<file path="src/design/fcs_defs.svh">
`ifndef FCS_DEFS_SVH
`define FCS_DEFS_SVH

// ****************************************
// register offsets
// ****************************************
`define FCS_OFS_CTRL_ONE 6'h00
`define FCS_OFS_CTRL_TWO 6'h04
`define FCS_OFS_TRIM 6'h08
`define FCS_OFS_STATUS 6'h0C

// ****************************************
// reset values
// ****************************************
`define FCS_RST_CTRL_ONE 8'h04
`define FCS_RST_CTRL_TWO 8'h40
`define FCS_RST_TRIM 8'h80
`define FCS_RST_STATUS 8'h00

// ****************************************
// field positions and codes
// ****************************************
`define FCS_SRC_LOOP 2'h0
`define FCS_SRC_INT 2'h1
`define FCS_SRC_EXT 2'h2
`define FCS_SRC_NONE 2'h3
`define FCS_RANGE_RESERVED 2'h3
`define FCS_HIGH_RANGE_OFS 4'h5
`define FCS_REF_MAX_HIGH 3'h5
`define FCS_RESP_OKAY 2'h0
`define FCS_RESP_SLVERR 2'h2

`endif

</file>
<file path="src/design/fcs_pkg.sv">
package fcs_pkg;

	// ****************************************
	// register layouts
	// ****************************************
	typedef struct packed {
		logic [1:0] source_select;
		logic [2:0] reference_divider;
		logic reference_select;
		logic internal_reference_enable;
		logic internal_reference_stop_enable;
	} fcs_ctrl_one_t;

	typedef struct packed {
		logic [1:0] bus_divider;
		logic range;
		logic oscillator_gain;
		logic low_power_bypass;
		logic external_source_select;
		logic external_reference_enable;
		logic external_reference_stop_enable;
	} fcs_ctrl_two_t;

	typedef struct packed {
		logic [1:0] oscillator_range_select;
		logic max_frequency_tuning;
		logic reference_status;
		logic [1:0] clock_mode_status;
		logic oscillator_ready;
		logic fine_trim;
	} fcs_status_t;

	// ****************************************
	// operating modes
	// ****************************************
	typedef enum logic [6:0] {
		FCS_ENGAGED_INT = 7'b000_0001,
		FCS_ENGAGED_EXT = 7'b000_0010,
		FCS_BYPASS_INT = 7'b000_0100,
		FCS_BYPASS_INT_LO = 7'b000_1000,
		FCS_BYPASS_EXT = 7'b001_0000,
		FCS_BYPASS_EXT_LO = 7'b010_0000,
		FCS_STOP = 7'b100_0000
	} fcs_mode_t;

endpackage : fcs_pkg

</file>
<file path="src/design/fcs_top.sv">
// Function
// - seven modes: engaged int/ext, bypassed int/ext, both low power, stop
// - engaged internal is reset default: output from loop on internal reference, debug from loop
// - engaged external: output from loop on external reference, debug from loop
// - bypassed internal: loop runs on the ref picked by reference select, output from internal ref
// - bypassed internal low power: loop off, output internal ref, no debug clock
// - bypassed external: loop runs on the ref picked by reference select, output from external ref
// - bypassed external low power: loop off, output external ref, no debug clock
// - stop: loop off, no output or debug clock, references per config
// - leaving stop restarts loop oscillator from reset value for relock
// - source select 00 loop, 01 internal, 10 external, 11 as 00
// - reference divider: low range 2^n, high range 32..1024, reset zero
// - reference select 1 internal, 0 external for loop
// - internal enable gates internal reference onto its own output
// - internal reference kept in stop only if stop-enable and enable set
// - bus divider 1,2,4,8, resets to divide by 2
// - range bit drives oscillator high or low range
// - gain bit selects oscillator high gain or low power
// - low power bit stops loop in bypass unless debug active
// - external source select requests crystal or external clock
// - external enable gates external reference onto its own output
// - external source kept in stop only if stop-enable and enable set
// - bus clock is half the divided output clock
// - clock mode status follows the source actually in use, after sync
//
// Our own choices: the placing of the registers and register access over AXI4-Lite.
`timescale 1ns/1ps
`default_nettype none
`include "fcs_defs.svh"

module fcs_top
	import fcs_pkg::*;
#(
	parameter int ADDR_W = 6
) (
	// clock and reset
	input wire logic clk_i,
	input wire logic reset_n_i,
	// axi4-lite write
	input wire logic [ADDR_W-1:0] s_axi_awaddr_i,
	input wire logic s_axi_awvalid_i,
	output logic s_axi_awready_o,
	input wire logic [31:0] s_axi_wdata_i,
	input wire logic [3:0] s_axi_wstrb_i,
	input wire logic s_axi_wvalid_i,
	output logic s_axi_wready_o,
	output logic [1:0] s_axi_bresp_o,
	output logic s_axi_bvalid_o,
	input wire logic s_axi_bready_i,
	// axi4-lite read
	input wire logic [ADDR_W-1:0] s_axi_araddr_i,
	input wire logic s_axi_arvalid_i,
	output logic s_axi_arready_o,
	output logic [31:0] s_axi_rdata_o,
	output logic [1:0] s_axi_rresp_o,
	output logic s_axi_rvalid_o,
	input wire logic s_axi_rready_i,
	// clock sources from pins
	input wire logic int_ref_clk_i,
	input wire logic ext_ref_clk_i,
	input wire logic loop_clk_i,
	input wire logic osc_ready_i,
	// system state
	input wire logic stop_req_i,
	input wire logic debug_active_i,
	// clock outputs
	output logic divided_output_clock_o,
	output logic bus_clock_o,
	output logic debug_clock_o,
	output logic gated_internal_reference_clock_o,
	output logic gated_external_reference_clock_o,
	// loop control
	output logic loop_reference_clock_o,
	output logic loop_enable_o,
	output logic loop_restart_o,
	output logic [1:0] loop_range_o,
	output logic loop_max_tuning_o,
	output logic [8:0] trim_o,
	output logic internal_reference_run_o,
	// oscillator control
	output logic osc_range_o,
	output logic osc_gain_o,
	output logic osc_crystal_select_o,
	output logic osc_enable_o
);

	// ****************************************
	// reset release
	// ****************************************
	logic rst_meta_reg, rst_n_reg;

	always_ff @(posedge clk_i or negedge reset_n_i) begin
		if (!reset_n_i) begin
			rst_meta_reg <= 1'b0;
			rst_n_reg <= 1'b0;
		end else begin
			rst_meta_reg <= 1'b1;
			rst_n_reg <= rst_meta_reg;
		end
	end

	// ****************************************
	// pin synchronisers
	// ****************************************
	logic [3:0] pin_meta_reg, pin_sync_reg;

	always_ff @(posedge clk_i or negedge rst_n_reg) begin
		if (!rst_n_reg) begin
			pin_meta_reg <= 4'h0;
			pin_sync_reg <= 4'h0;
		end else begin
			pin_meta_reg <= {osc_ready_i, loop_clk_i, ext_ref_clk_i, int_ref_clk_i};
			pin_sync_reg <= pin_meta_reg;
		end
	end

	wire int_lvl = pin_sync_reg[0];
	wire ext_lvl = pin_sync_reg[1];
	wire loop_lvl = pin_sync_reg[2];
	wire osc_rdy_lvl = pin_sync_reg[3];

	// ****************************************
	// registers
	// ****************************************
	fcs_ctrl_one_t ctrl1_reg;
	fcs_ctrl_two_t ctrl2_reg;
	logic [7:0] trim_reg;
	logic [1:0] range_sel_reg;
	logic max_tune_reg, fine_trim_reg;
	logic ref_status_reg;
	logic [1:0] sel_cur_reg;
	fcs_mode_t mode_reg;

	// ****************************************
	// axi4-lite slave
	// ****************************************
	logic aw_full_reg, w_full_reg, awready_reg, wready_reg, bvalid_reg, arready_reg, rvalid_reg;
	logic [ADDR_W-1:0] aw_addr_reg;
	logic [7:0] w_data_reg;
	logic w_strb_reg;
	logic [1:0] bresp_reg, rresp_reg;
	logic [31:0] rdata_reg;

	wire aw_fire = s_axi_awvalid_i & awready_reg;
	wire w_fire = s_axi_wvalid_i & wready_reg;
	wire do_write = aw_full_reg & w_full_reg & ~bvalid_reg;
	wire aw_full_next = (aw_full_reg | aw_fire) & ~do_write;
	wire w_full_next = (w_full_reg | w_fire) & ~do_write;
	wire ar_fire = s_axi_arvalid_i & arready_reg;
	wire rvalid_next = ar_fire | (rvalid_reg & ~s_axi_rready_i);
	wire wr_c1 = do_write & w_strb_reg & (aw_addr_reg == `FCS_OFS_CTRL_ONE);
	wire wr_c2 = do_write & w_strb_reg & (aw_addr_reg == `FCS_OFS_CTRL_TWO);
	wire wr_tr = do_write & w_strb_reg & (aw_addr_reg == `FCS_OFS_TRIM);
	wire wr_st = do_write & w_strb_reg & (aw_addr_reg == `FCS_OFS_STATUS);
	wire wr_hit = (aw_addr_reg == `FCS_OFS_CTRL_ONE) | (aw_addr_reg == `FCS_OFS_CTRL_TWO) |
		(aw_addr_reg == `FCS_OFS_TRIM) | (aw_addr_reg == `FCS_OFS_STATUS);
	wire rd_hit = (s_axi_araddr_i == `FCS_OFS_CTRL_ONE) | (s_axi_araddr_i == `FCS_OFS_CTRL_TWO) |
		(s_axi_araddr_i == `FCS_OFS_TRIM) | (s_axi_araddr_i == `FCS_OFS_STATUS);
	wire fcs_status_t status_now = '{oscillator_range_select: range_sel_reg,
		max_frequency_tuning: max_tune_reg, reference_status: ref_status_reg,
		clock_mode_status: sel_cur_reg, oscillator_ready: osc_rdy_lvl & ctrl2_reg.external_source_select,
		fine_trim: fine_trim_reg};
	wire [7:0] rd_byte = (s_axi_araddr_i == `FCS_OFS_CTRL_ONE) ? ctrl1_reg :
		(s_axi_araddr_i == `FCS_OFS_CTRL_TWO) ? ctrl2_reg :
		(s_axi_araddr_i == `FCS_OFS_TRIM) ? trim_reg :
		(s_axi_araddr_i == `FCS_OFS_STATUS) ? status_now : 8'h00;
	// range writes ignored when reserved or in low power
	wire range_wr_ok = (w_data_reg[7:6] != `FCS_RANGE_RESERVED) & ~ctrl2_reg.low_power_bypass;

	always_ff @(posedge clk_i or negedge rst_n_reg) begin
		if (!rst_n_reg) begin
			aw_full_reg <= 1'b0;
			w_full_reg <= 1'b0;
			awready_reg <= 1'b0;
			wready_reg <= 1'b0;
			aw_addr_reg <= '0;
			w_data_reg <= 8'h00;
			w_strb_reg <= 1'b0;
			bvalid_reg <= 1'b0;
			bresp_reg <= `FCS_RESP_OKAY;
		end else begin
			aw_full_reg <= aw_full_next;
			w_full_reg <= w_full_next;
			awready_reg <= ~aw_full_next;
			wready_reg <= ~w_full_next;
			if (aw_fire) begin
				aw_addr_reg <= s_axi_awaddr_i;
			end
			if (w_fire) begin
				w_data_reg <= s_axi_wdata_i[7:0];
				w_strb_reg <= s_axi_wstrb_i[0];
			end
			if (do_write) begin
				bvalid_reg <= 1'b1;
				bresp_reg <= wr_hit ? `FCS_RESP_OKAY : `FCS_RESP_SLVERR;
			end else if (s_axi_bready_i) begin
				bvalid_reg <= 1'b0;
			end
		end
	end

	always_ff @(posedge clk_i or negedge rst_n_reg) begin
		if (!rst_n_reg) begin
			arready_reg <= 1'b0;
			rvalid_reg <= 1'b0;
			rdata_reg <= 32'h0000_0000;
			rresp_reg <= `FCS_RESP_OKAY;
		end else begin
			arready_reg <= ~rvalid_next;
			rvalid_reg <= rvalid_next;
			if (ar_fire) begin
				rdata_reg <= {24'h00_0000, rd_byte};
				rresp_reg <= rd_hit ? `FCS_RESP_OKAY : `FCS_RESP_SLVERR;
			end
		end
	end

	always_ff @(posedge clk_i or negedge rst_n_reg) begin
		if (!rst_n_reg) begin
			ctrl1_reg <= `FCS_RST_CTRL_ONE;
			ctrl2_reg <= `FCS_RST_CTRL_TWO;
			trim_reg <= `FCS_RST_TRIM;
			range_sel_reg <= 2'h0;
			max_tune_reg <= 1'b0;
			fine_trim_reg <= 1'b0;
		end else begin
			if (wr_c1) begin
				ctrl1_reg <= w_data_reg;
			end
			if (wr_c2) begin
				ctrl2_reg <= w_data_reg;
			end
			if (wr_tr) begin
				trim_reg <= w_data_reg;
			end
			if (wr_st) begin
				max_tune_reg <= w_data_reg[5];
				fine_trim_reg <= w_data_reg[0];
				if (range_wr_ok) begin
					range_sel_reg <= w_data_reg[7:6];
				end
			end
		end
	end

	// ****************************************
	// mode selection
	// ****************************************
	wire low_pwr = ctrl2_reg.low_power_bypass & ~debug_active_i;
	wire [1:0] src = ctrl1_reg.source_select;
	fcs_mode_t mode_next;
	always_comb begin
		case (1'b1)
			stop_req_i: mode_next = FCS_STOP;
			(src == `FCS_SRC_INT): mode_next = low_pwr ? FCS_BYPASS_INT_LO : FCS_BYPASS_INT;
			(src == `FCS_SRC_EXT): mode_next = low_pwr ? FCS_BYPASS_EXT_LO : FCS_BYPASS_EXT;
			default: mode_next = ctrl1_reg.reference_select ? FCS_ENGAGED_INT : FCS_ENGAGED_EXT;
		endcase
	end

	logic [1:0] sel_req;
	logic loop_on, debug_on;
	always_comb begin
		case (mode_reg)
			FCS_ENGAGED_INT, FCS_ENGAGED_EXT: begin
				sel_req = `FCS_SRC_LOOP;
				loop_on = 1'b1;
				debug_on = 1'b1;
			end
			FCS_BYPASS_INT: begin
				sel_req = `FCS_SRC_INT;
				loop_on = 1'b1;
				debug_on = 1'b1;
			end
			FCS_BYPASS_INT_LO: begin
				sel_req = `FCS_SRC_INT;
				loop_on = 1'b0;
				debug_on = 1'b0;
			end
			FCS_BYPASS_EXT: begin
				sel_req = `FCS_SRC_EXT;
				loop_on = 1'b1;
				debug_on = 1'b1;
			end
			FCS_BYPASS_EXT_LO: begin
				sel_req = `FCS_SRC_EXT;
				loop_on = 1'b0;
				debug_on = 1'b0;
			end
			default: begin
				sel_req = `FCS_SRC_NONE;
				loop_on = 1'b0;
				debug_on = 1'b0;
			end
		endcase
	end

	wire in_stop = (mode_reg == FCS_STOP);
	wire stop_entry = (mode_next == FCS_STOP) & ~in_stop;
	wire stop_exit = (mode_next != FCS_STOP) & in_stop;

	// ****************************************
	// glitch-free source switch
	// ****************************************
	wire cur_lvl = (sel_cur_reg == `FCS_SRC_LOOP) ? loop_lvl :
		(sel_cur_reg == `FCS_SRC_INT) ? int_lvl :
		(sel_cur_reg == `FCS_SRC_EXT) ? ext_lvl : 1'b0;
	wire req_lvl = (sel_req == `FCS_SRC_LOOP) ? loop_lvl :
		(sel_req == `FCS_SRC_INT) ? int_lvl :
		(sel_req == `FCS_SRC_EXT) ? ext_lvl : 1'b0;
	wire switch_ok = (sel_req != sel_cur_reg) & ~cur_lvl & ~req_lvl;

	// ****************************************
	// dividers
	// ****************************************
	logic cur_q_reg, loop_q_reg, ext_q_reg, div_out_reg, div_q_reg, bus_reg, dbg_reg;
	logic [2:0] div_cnt_reg;
	logic [9:0] ref_cnt_reg;
	wire [1:0] bsel = ctrl2_reg.bus_divider;
	wire div_next = (bsel == 2'h0) ? cur_lvl : div_cnt_reg[bsel - 2'h1];
	// reserved high-range codes clamp to the largest factor
	wire [2:0] rsel_eff = (ctrl2_reg.range & (ctrl1_reg.reference_divider > `FCS_REF_MAX_HIGH)) ?
		`FCS_REF_MAX_HIGH : ctrl1_reg.reference_divider;
	wire [3:0] ref_exp = {1'b0, rsel_eff} + (ctrl2_reg.range ? `FCS_HIGH_RANGE_OFS : 4'h0);
	wire ext_div = (ref_exp == 4'h0) ? ext_lvl : ref_cnt_reg[ref_exp - 4'h1];
	wire loop_ref_next = loop_on & (ref_status_reg ? int_lvl : ext_div);

	always_ff @(posedge clk_i or negedge rst_n_reg) begin
		if (!rst_n_reg) begin
			cur_q_reg <= 1'b0;
			div_cnt_reg <= 3'h0;
			div_out_reg <= 1'b0;
			div_q_reg <= 1'b0;
			bus_reg <= 1'b0;
		end else begin
			cur_q_reg <= cur_lvl;
			if (cur_lvl & ~cur_q_reg) begin
				div_cnt_reg <= div_cnt_reg + 3'h1;
			end
			div_out_reg <= (div_out_reg ^ div_q_reg) ? div_out_reg : div_next & ~in_stop;
			div_q_reg <= div_out_reg;
			if (div_out_reg & ~div_q_reg) begin
				bus_reg <= ~bus_reg;
			end
		end
	end

	always_ff @(posedge clk_i or negedge rst_n_reg) begin
		if (!rst_n_reg) begin
			loop_q_reg <= 1'b0;
			ext_q_reg <= 1'b0;
			dbg_reg <= 1'b0;
			ref_cnt_reg <= 10'h000;
		end else begin
			loop_q_reg <= loop_lvl;
			ext_q_reg <= ext_lvl;
			if (!debug_on) begin
				dbg_reg <= 1'b0;
			end else if (loop_lvl & ~loop_q_reg) begin
				dbg_reg <= ~dbg_reg;
			end
			if (ext_lvl & ~ext_q_reg) begin
				ref_cnt_reg <= ref_cnt_reg + 10'h001;
			end
		end
	end

	// ****************************************
	// mode, status and stop handling
	// ****************************************
	logic irc_keep_reg, erc_keep_reg, restart_reg;

	always_ff @(posedge clk_i or negedge rst_n_reg) begin
		if (!rst_n_reg) begin
			mode_reg <= FCS_ENGAGED_INT;
			sel_cur_reg <= `FCS_SRC_LOOP;
			ref_status_reg <= 1'b1;
			irc_keep_reg <= 1'b0;
			erc_keep_reg <= 1'b0;
			restart_reg <= 1'b0;
		end else begin
			mode_reg <= mode_next;
			if (switch_ok) begin
				sel_cur_reg <= sel_req;
			end
			ref_status_reg <= ctrl1_reg.reference_select;
			if (stop_entry) begin
				irc_keep_reg <= ctrl1_reg.internal_reference_enable &
					ctrl1_reg.internal_reference_stop_enable;
				erc_keep_reg <= ctrl2_reg.external_reference_enable &
					ctrl2_reg.external_reference_stop_enable;
			end
			restart_reg <= stop_exit;
		end
	end

	// ****************************************
	// output stage
	// ****************************************
	wire int_run = ~in_stop | irc_keep_reg;
	wire ext_need = ctrl2_reg.external_reference_enable | ~ref_status_reg | (sel_req == `FCS_SRC_EXT);
	wire ext_run = in_stop ? erc_keep_reg : ext_need;

	always_ff @(posedge clk_i or negedge rst_n_reg) begin
		if (!rst_n_reg) begin
			gated_internal_reference_clock_o <= 1'b0;
			gated_external_reference_clock_o <= 1'b0;
			loop_reference_clock_o <= 1'b0;
			loop_enable_o <= 1'b0;
			internal_reference_run_o <= 1'b0;
			osc_range_o <= 1'b0;
			osc_gain_o <= 1'b0;
			osc_crystal_select_o <= 1'b0;
			osc_enable_o <= 1'b0;
			loop_range_o <= 2'h0;
			loop_max_tuning_o <= 1'b0;
			trim_o <= 9'h000;
		end else begin
			gated_internal_reference_clock_o <= ctrl1_reg.internal_reference_enable & int_lvl & int_run;
			gated_external_reference_clock_o <= ctrl2_reg.external_reference_enable & ext_lvl & ext_run;
			loop_reference_clock_o <= loop_ref_next;
			loop_enable_o <= loop_on;
			internal_reference_run_o <= int_run;
			osc_range_o <= ctrl2_reg.range;
			osc_gain_o <= ctrl2_reg.oscillator_gain;
			osc_crystal_select_o <= ctrl2_reg.external_source_select;
			osc_enable_o <= ext_run;
			loop_range_o <= range_sel_reg;
			loop_max_tuning_o <= max_tune_reg;
			trim_o <= {trim_reg, fine_trim_reg};
		end
	end

	assign divided_output_clock_o = div_out_reg;
	assign bus_clock_o = bus_reg;
	assign debug_clock_o = dbg_reg;
	assign loop_restart_o = restart_reg;
	assign s_axi_awready_o = awready_reg;
	assign s_axi_wready_o = wready_reg;
	assign s_axi_bvalid_o = bvalid_reg;
	assign s_axi_bresp_o = bresp_reg;
	assign s_axi_arready_o = arready_reg;
	assign s_axi_rvalid_o = rvalid_reg;
	assign s_axi_rdata_o = rdata_reg;
	assign s_axi_rresp_o = rresp_reg;

endmodule : fcs_top

`default_nettype wire

</file>
<file path="config.mk">
export PLATFORM = sky130hd
export DESIGN_NAME = fcs_top
export DESIGN_NICKNAME = d
export VERILOG_FILES = /design/src/design/fcs_pkg.sv /design/src/design/fcs_top.sv
export VERILOG_INCLUDE_DIRS = /design/src /design/src/design
export SDC_FILE = /design/constraint.sdc
export NUM_CORES = 1
export LEC_CHECK = 0
export ABC_AREA = 1
export BUFFER_PORTS_ARGS = -buffer_cell sky130_fd_sc_hd__buf_4
export CELL_PAD_IN_SITES_DETAIL_PLACEMENT = 0
export CELL_PAD_IN_SITES_GLOBAL_PLACEMENT = 1
export CORE_ASPECT_RATIO = 1.1
export CORE_MARGIN = 1
export CORE_UTILIZATION = 40
export CTS_CLUSTER_SIZE = 30
export DETAILED_ROUTE_END_ITERATION = 8
export GPL_TIMING_DRIVEN = 0
export PLACE_DENSITY = 0.78
export SYNTH_ARGS = -nofsm -noshare
export SYNTH_HDL_FRONTEND = slang
export SYNTH_SLANG_ARGS = --single-unit
</file>
<file path="constraint.sdc">
create_clock -name clk_i -period 5 [get_ports clk_i]
set_input_delay 0 -clock clk_i [delete_from_list [all_inputs] [get_ports clk_i]]
set_output_delay 0 -clock clk_i [all_outputs]
set_load 0.02 [all_outputs]
</file>
==> impl_metrics.yaml <==
power:
  p_leak_nw: 3.46
  switching_share_pct: 34.3
  seqPwrFrac_pct: 39.1
  clockPowerShare_pct: 31.5
  pwr-share-comb_pct: 29.4
  p_sw_w: 0.00135
  power_w: 0.00393
  powerDensity_nw_per_um2: 555
  internal_power_w: 0.00258
  ir_worst_vdd_v: 0.000317
sta:
  period_minus_slack_ps: 2260
  setup_viol: 0
  hold_ws_ps: 10.9
  worstMarginPinSlew_ps: 747
  skew_ps: 16.5
  setup_tns_ps: 0
  timing.fmax_mhz: 442
  grt_setup_unrepaired: "false"
  finalHoldViolations: 0
  layout_setup_ws_ps: 2740
  slew_headroom_pct: 50.2
  min_period_over_period_pct: 45.3
  slew_violations: 0
placed_design:
  port_buffers: 73
  post-place-ws_ps: 2760
  gp_congestion: 0.799
  hpwl_mm: 7.95
  dpl_cell_area_sq_um: 6170
synth:
  syn_area_sq_um: 5300
  ys_seq_area_share_pct: 58.6
  synth_cells: 548
  synthTopCellsByArea: "dfrtp_1 (56%), nand2_1 (7.2%), inv_1 (5.3%), buf_4 (3.7%), o21ai_0 (3.5%)"
  yosys_warnings: 0
  yosysTopAreaCell: "dfrtp_1"
  ys_seq_elements: 124
  synth_top_area_share_pct: 56.2
  synth_cell_type_count: 37
  syn_avg_cell_area_sq_um: 9.67
global_route:
  grt_max_degree: 67
  grt-ovfl-total: 0
  grt_pass1_vias: 3915
  grt_pass1_wl_mm: 18.9
  grt_usage_pct: 18.1
  antenna_found_initial: 0
route:
  drt-initial-drc-count: 153
  wl_met2_mm: 5.69
  highest_layer: "met4"
  wl_met1_mm: 5.06
  drtAntennaViolNets: 0
  wire_per_inst_microns: 13.0
  drt-total-wl_mm: 11.3
  viasPerCell: 4.59
  dr.pass1.iters: 7
  route.met3.wl_microns: 395
  num_vias: 3976
  drc_errors: 6
clock_network:
  clock_latency_ps: 420
  cts_tree: "done"
  clk_pin_slew_ps: 60
  cts_setup_buffers: 0
  cts_max_path_buffers: 2
  cts_buffers: 17
  cts.sinks: 124
  cts.htree.levels: 4
  clock-root-buffer: "clkbuf_16"
die:
  initial_core_util_pct: 41.6
  ios: 127
  num_rows: 43
  die_y_microns: 123
  fp.dieW_microns: 112
  fp.dieArea_sq_um: 13700
  coreArea_sq_um: 12800
worst_setup_path:
  start_kind: "flop"
  crit_family: "adder cells"
  slowest_delay_ps: 480
  critPathBufInv: 2
  worstSetupPathType: "reg2reg"
  crit_required_ps: 5330
  crit_fanout: 7
  worstReg2RegStart: "ctrl2_reg[5]"
  path_cells: "nand2_1 -> o21ai_0 -> ha_1 -> inv_1 -> ha_1 -> nand3_1 -> nand3b_1 -> o21ai_0 -> inv_1 -> a21oi_1"
  slowest_stage: "dfrtp_1"
  cp-end-kind: "flop"
  cp_data_arrival_time_ps: 2590
  crit_start: "ctrl2_reg[5]"
cells_and_area:
  layout_common_cells: "dfrtp_1 (118), nand2_1 (101), buf_4 (99)"
  stdcell_area_sq_um: 7090
  layout-drive-gt1-share_pct: 22.6
  final_nets: 766
  area_delta_synth_final_pct: 33.7
  diodes: 0
  fillCellCount: 1144
  largest_reg_flops: 10
  final_common_cell: "dfrtp_1"
outcome:
  outcome: "finished with violations"
  violations: "DRC"
min_path:
  hold_start: "s_axi_wvalid_i"
  hold_path.class: "in2reg"
job:
  maxCapViolCount: 0
## cells in the mapped netlist (all sizes together)
library cell / instances
nor3: 10
dfstp: 5
and2: 1
xor2: 6
a21oi: 6
nand3: 27
o31ai: 1
o21ai: 62
a21boi: 1
o211ai: 3
buf: 29
ha: 8
nor2: 44
o22a: 3
xnor2: 7
nand2: 101
o221ai: 3
inv: 76
mux2: 1
o22ai: 2
a31oi: 1
a21o: 1
nand4: 15
o2bb2ai: 2
nand3b: 2
clkbuf: 5
nor4: 3
conb: 2
clkinv: 2
dfrtp: 119
## tightest hold or removal path, cell delays in order
cell and delay (ps):
buf_4 70, nand2_1 40, clkinv_1 150, nand2_1 70
o21ai_0 50
## metrics by stage
step / util [%] / cells
2_1_floorplan: - / 573
3_3_place_gp: 48.2 / 803
3_5_place_dp: 48.4 / 804
4_1_cts: 55.6 / 866
5_1_grt: 55.6 / 866
6_report: 55.6 / 866
## logic make-up after synthesis
| kind of cell | Yosys count | synth area share [%] |
|---|---|---|
| AOI/OAI and AO/OA | 85 | 9.61 |
| xor gates and xnor gates | 13 | 2.15 |
| adders and majority gates | 8 | 1.89 |
| buffers and inverters | 112 | 10.2 |
| DFF | 124 | 58.7 |
| muxes | 1 | 0.212 |
| other | 2 | 0.142 |
| and+or+nand+nor | 203 | 17.2 |
## layer usage
layer | vias to the layer above | GRT usage (%)
met1 | 1861 | 22.2
met2 | 88 | 30.2
met3 | 9 | 4.44
li1 | 2018 | -
met5 | - | 0
met4 | 0 | 8.61
## worst paths after layout
check / endpoint / slack (ps) / cells after the start
max: loop_reference_clock_o / 2740 / 10
min: w_data_reg[2] / 10 / 5
max reg2reg: loop_reference_clock_o / 2740 / 10
min reg2reg: pin_sync_reg[3] / 350 / 0
max in group asynchronous: ref_status_reg / 3810 / 1
min in group asynchronous: w_data_reg[2] / 390 / 0
## final cells by class
class | count | area (sq um) | share of cell area (%)
Sequential cell | 124 | 3110 | 43.9
Multi-Input combinational cell | 337 | 1750 | 24.6
Timing Repair Buffer | 105 | 886 | 12.5
Clock buffer | 18 | 439 | 6.20
Inverter | 78 | 293 | 4.13
Buffer | 34 | 248 | 3.50
Tap cell | 157 | 196 | 2.77
Clock inverter | 13 | 166 | 2.35
## power groups by stage
stage / Sequential, W / Clock, W / Combinational [W]
after floorplan: 0.00163 / 0 / 0.000661
after global placement: 0.00155 / 0 / 0.00109
after detailed placement: 0.00155 / 0 / 0.00113
after CTS: 0.00154 / 0.00127 / 0.00117
after global routing: 0.00158 / 0.00131 / 0.00131
final: 0.00154 / 0.00124 / 0.00116
## repair_timing
action                    4_1_cts  5_1_grt
resized for setup               0        0
hold endpoints to repair       32        0
hold buffers                   31        0
Power figures use the tool's default switching activity.
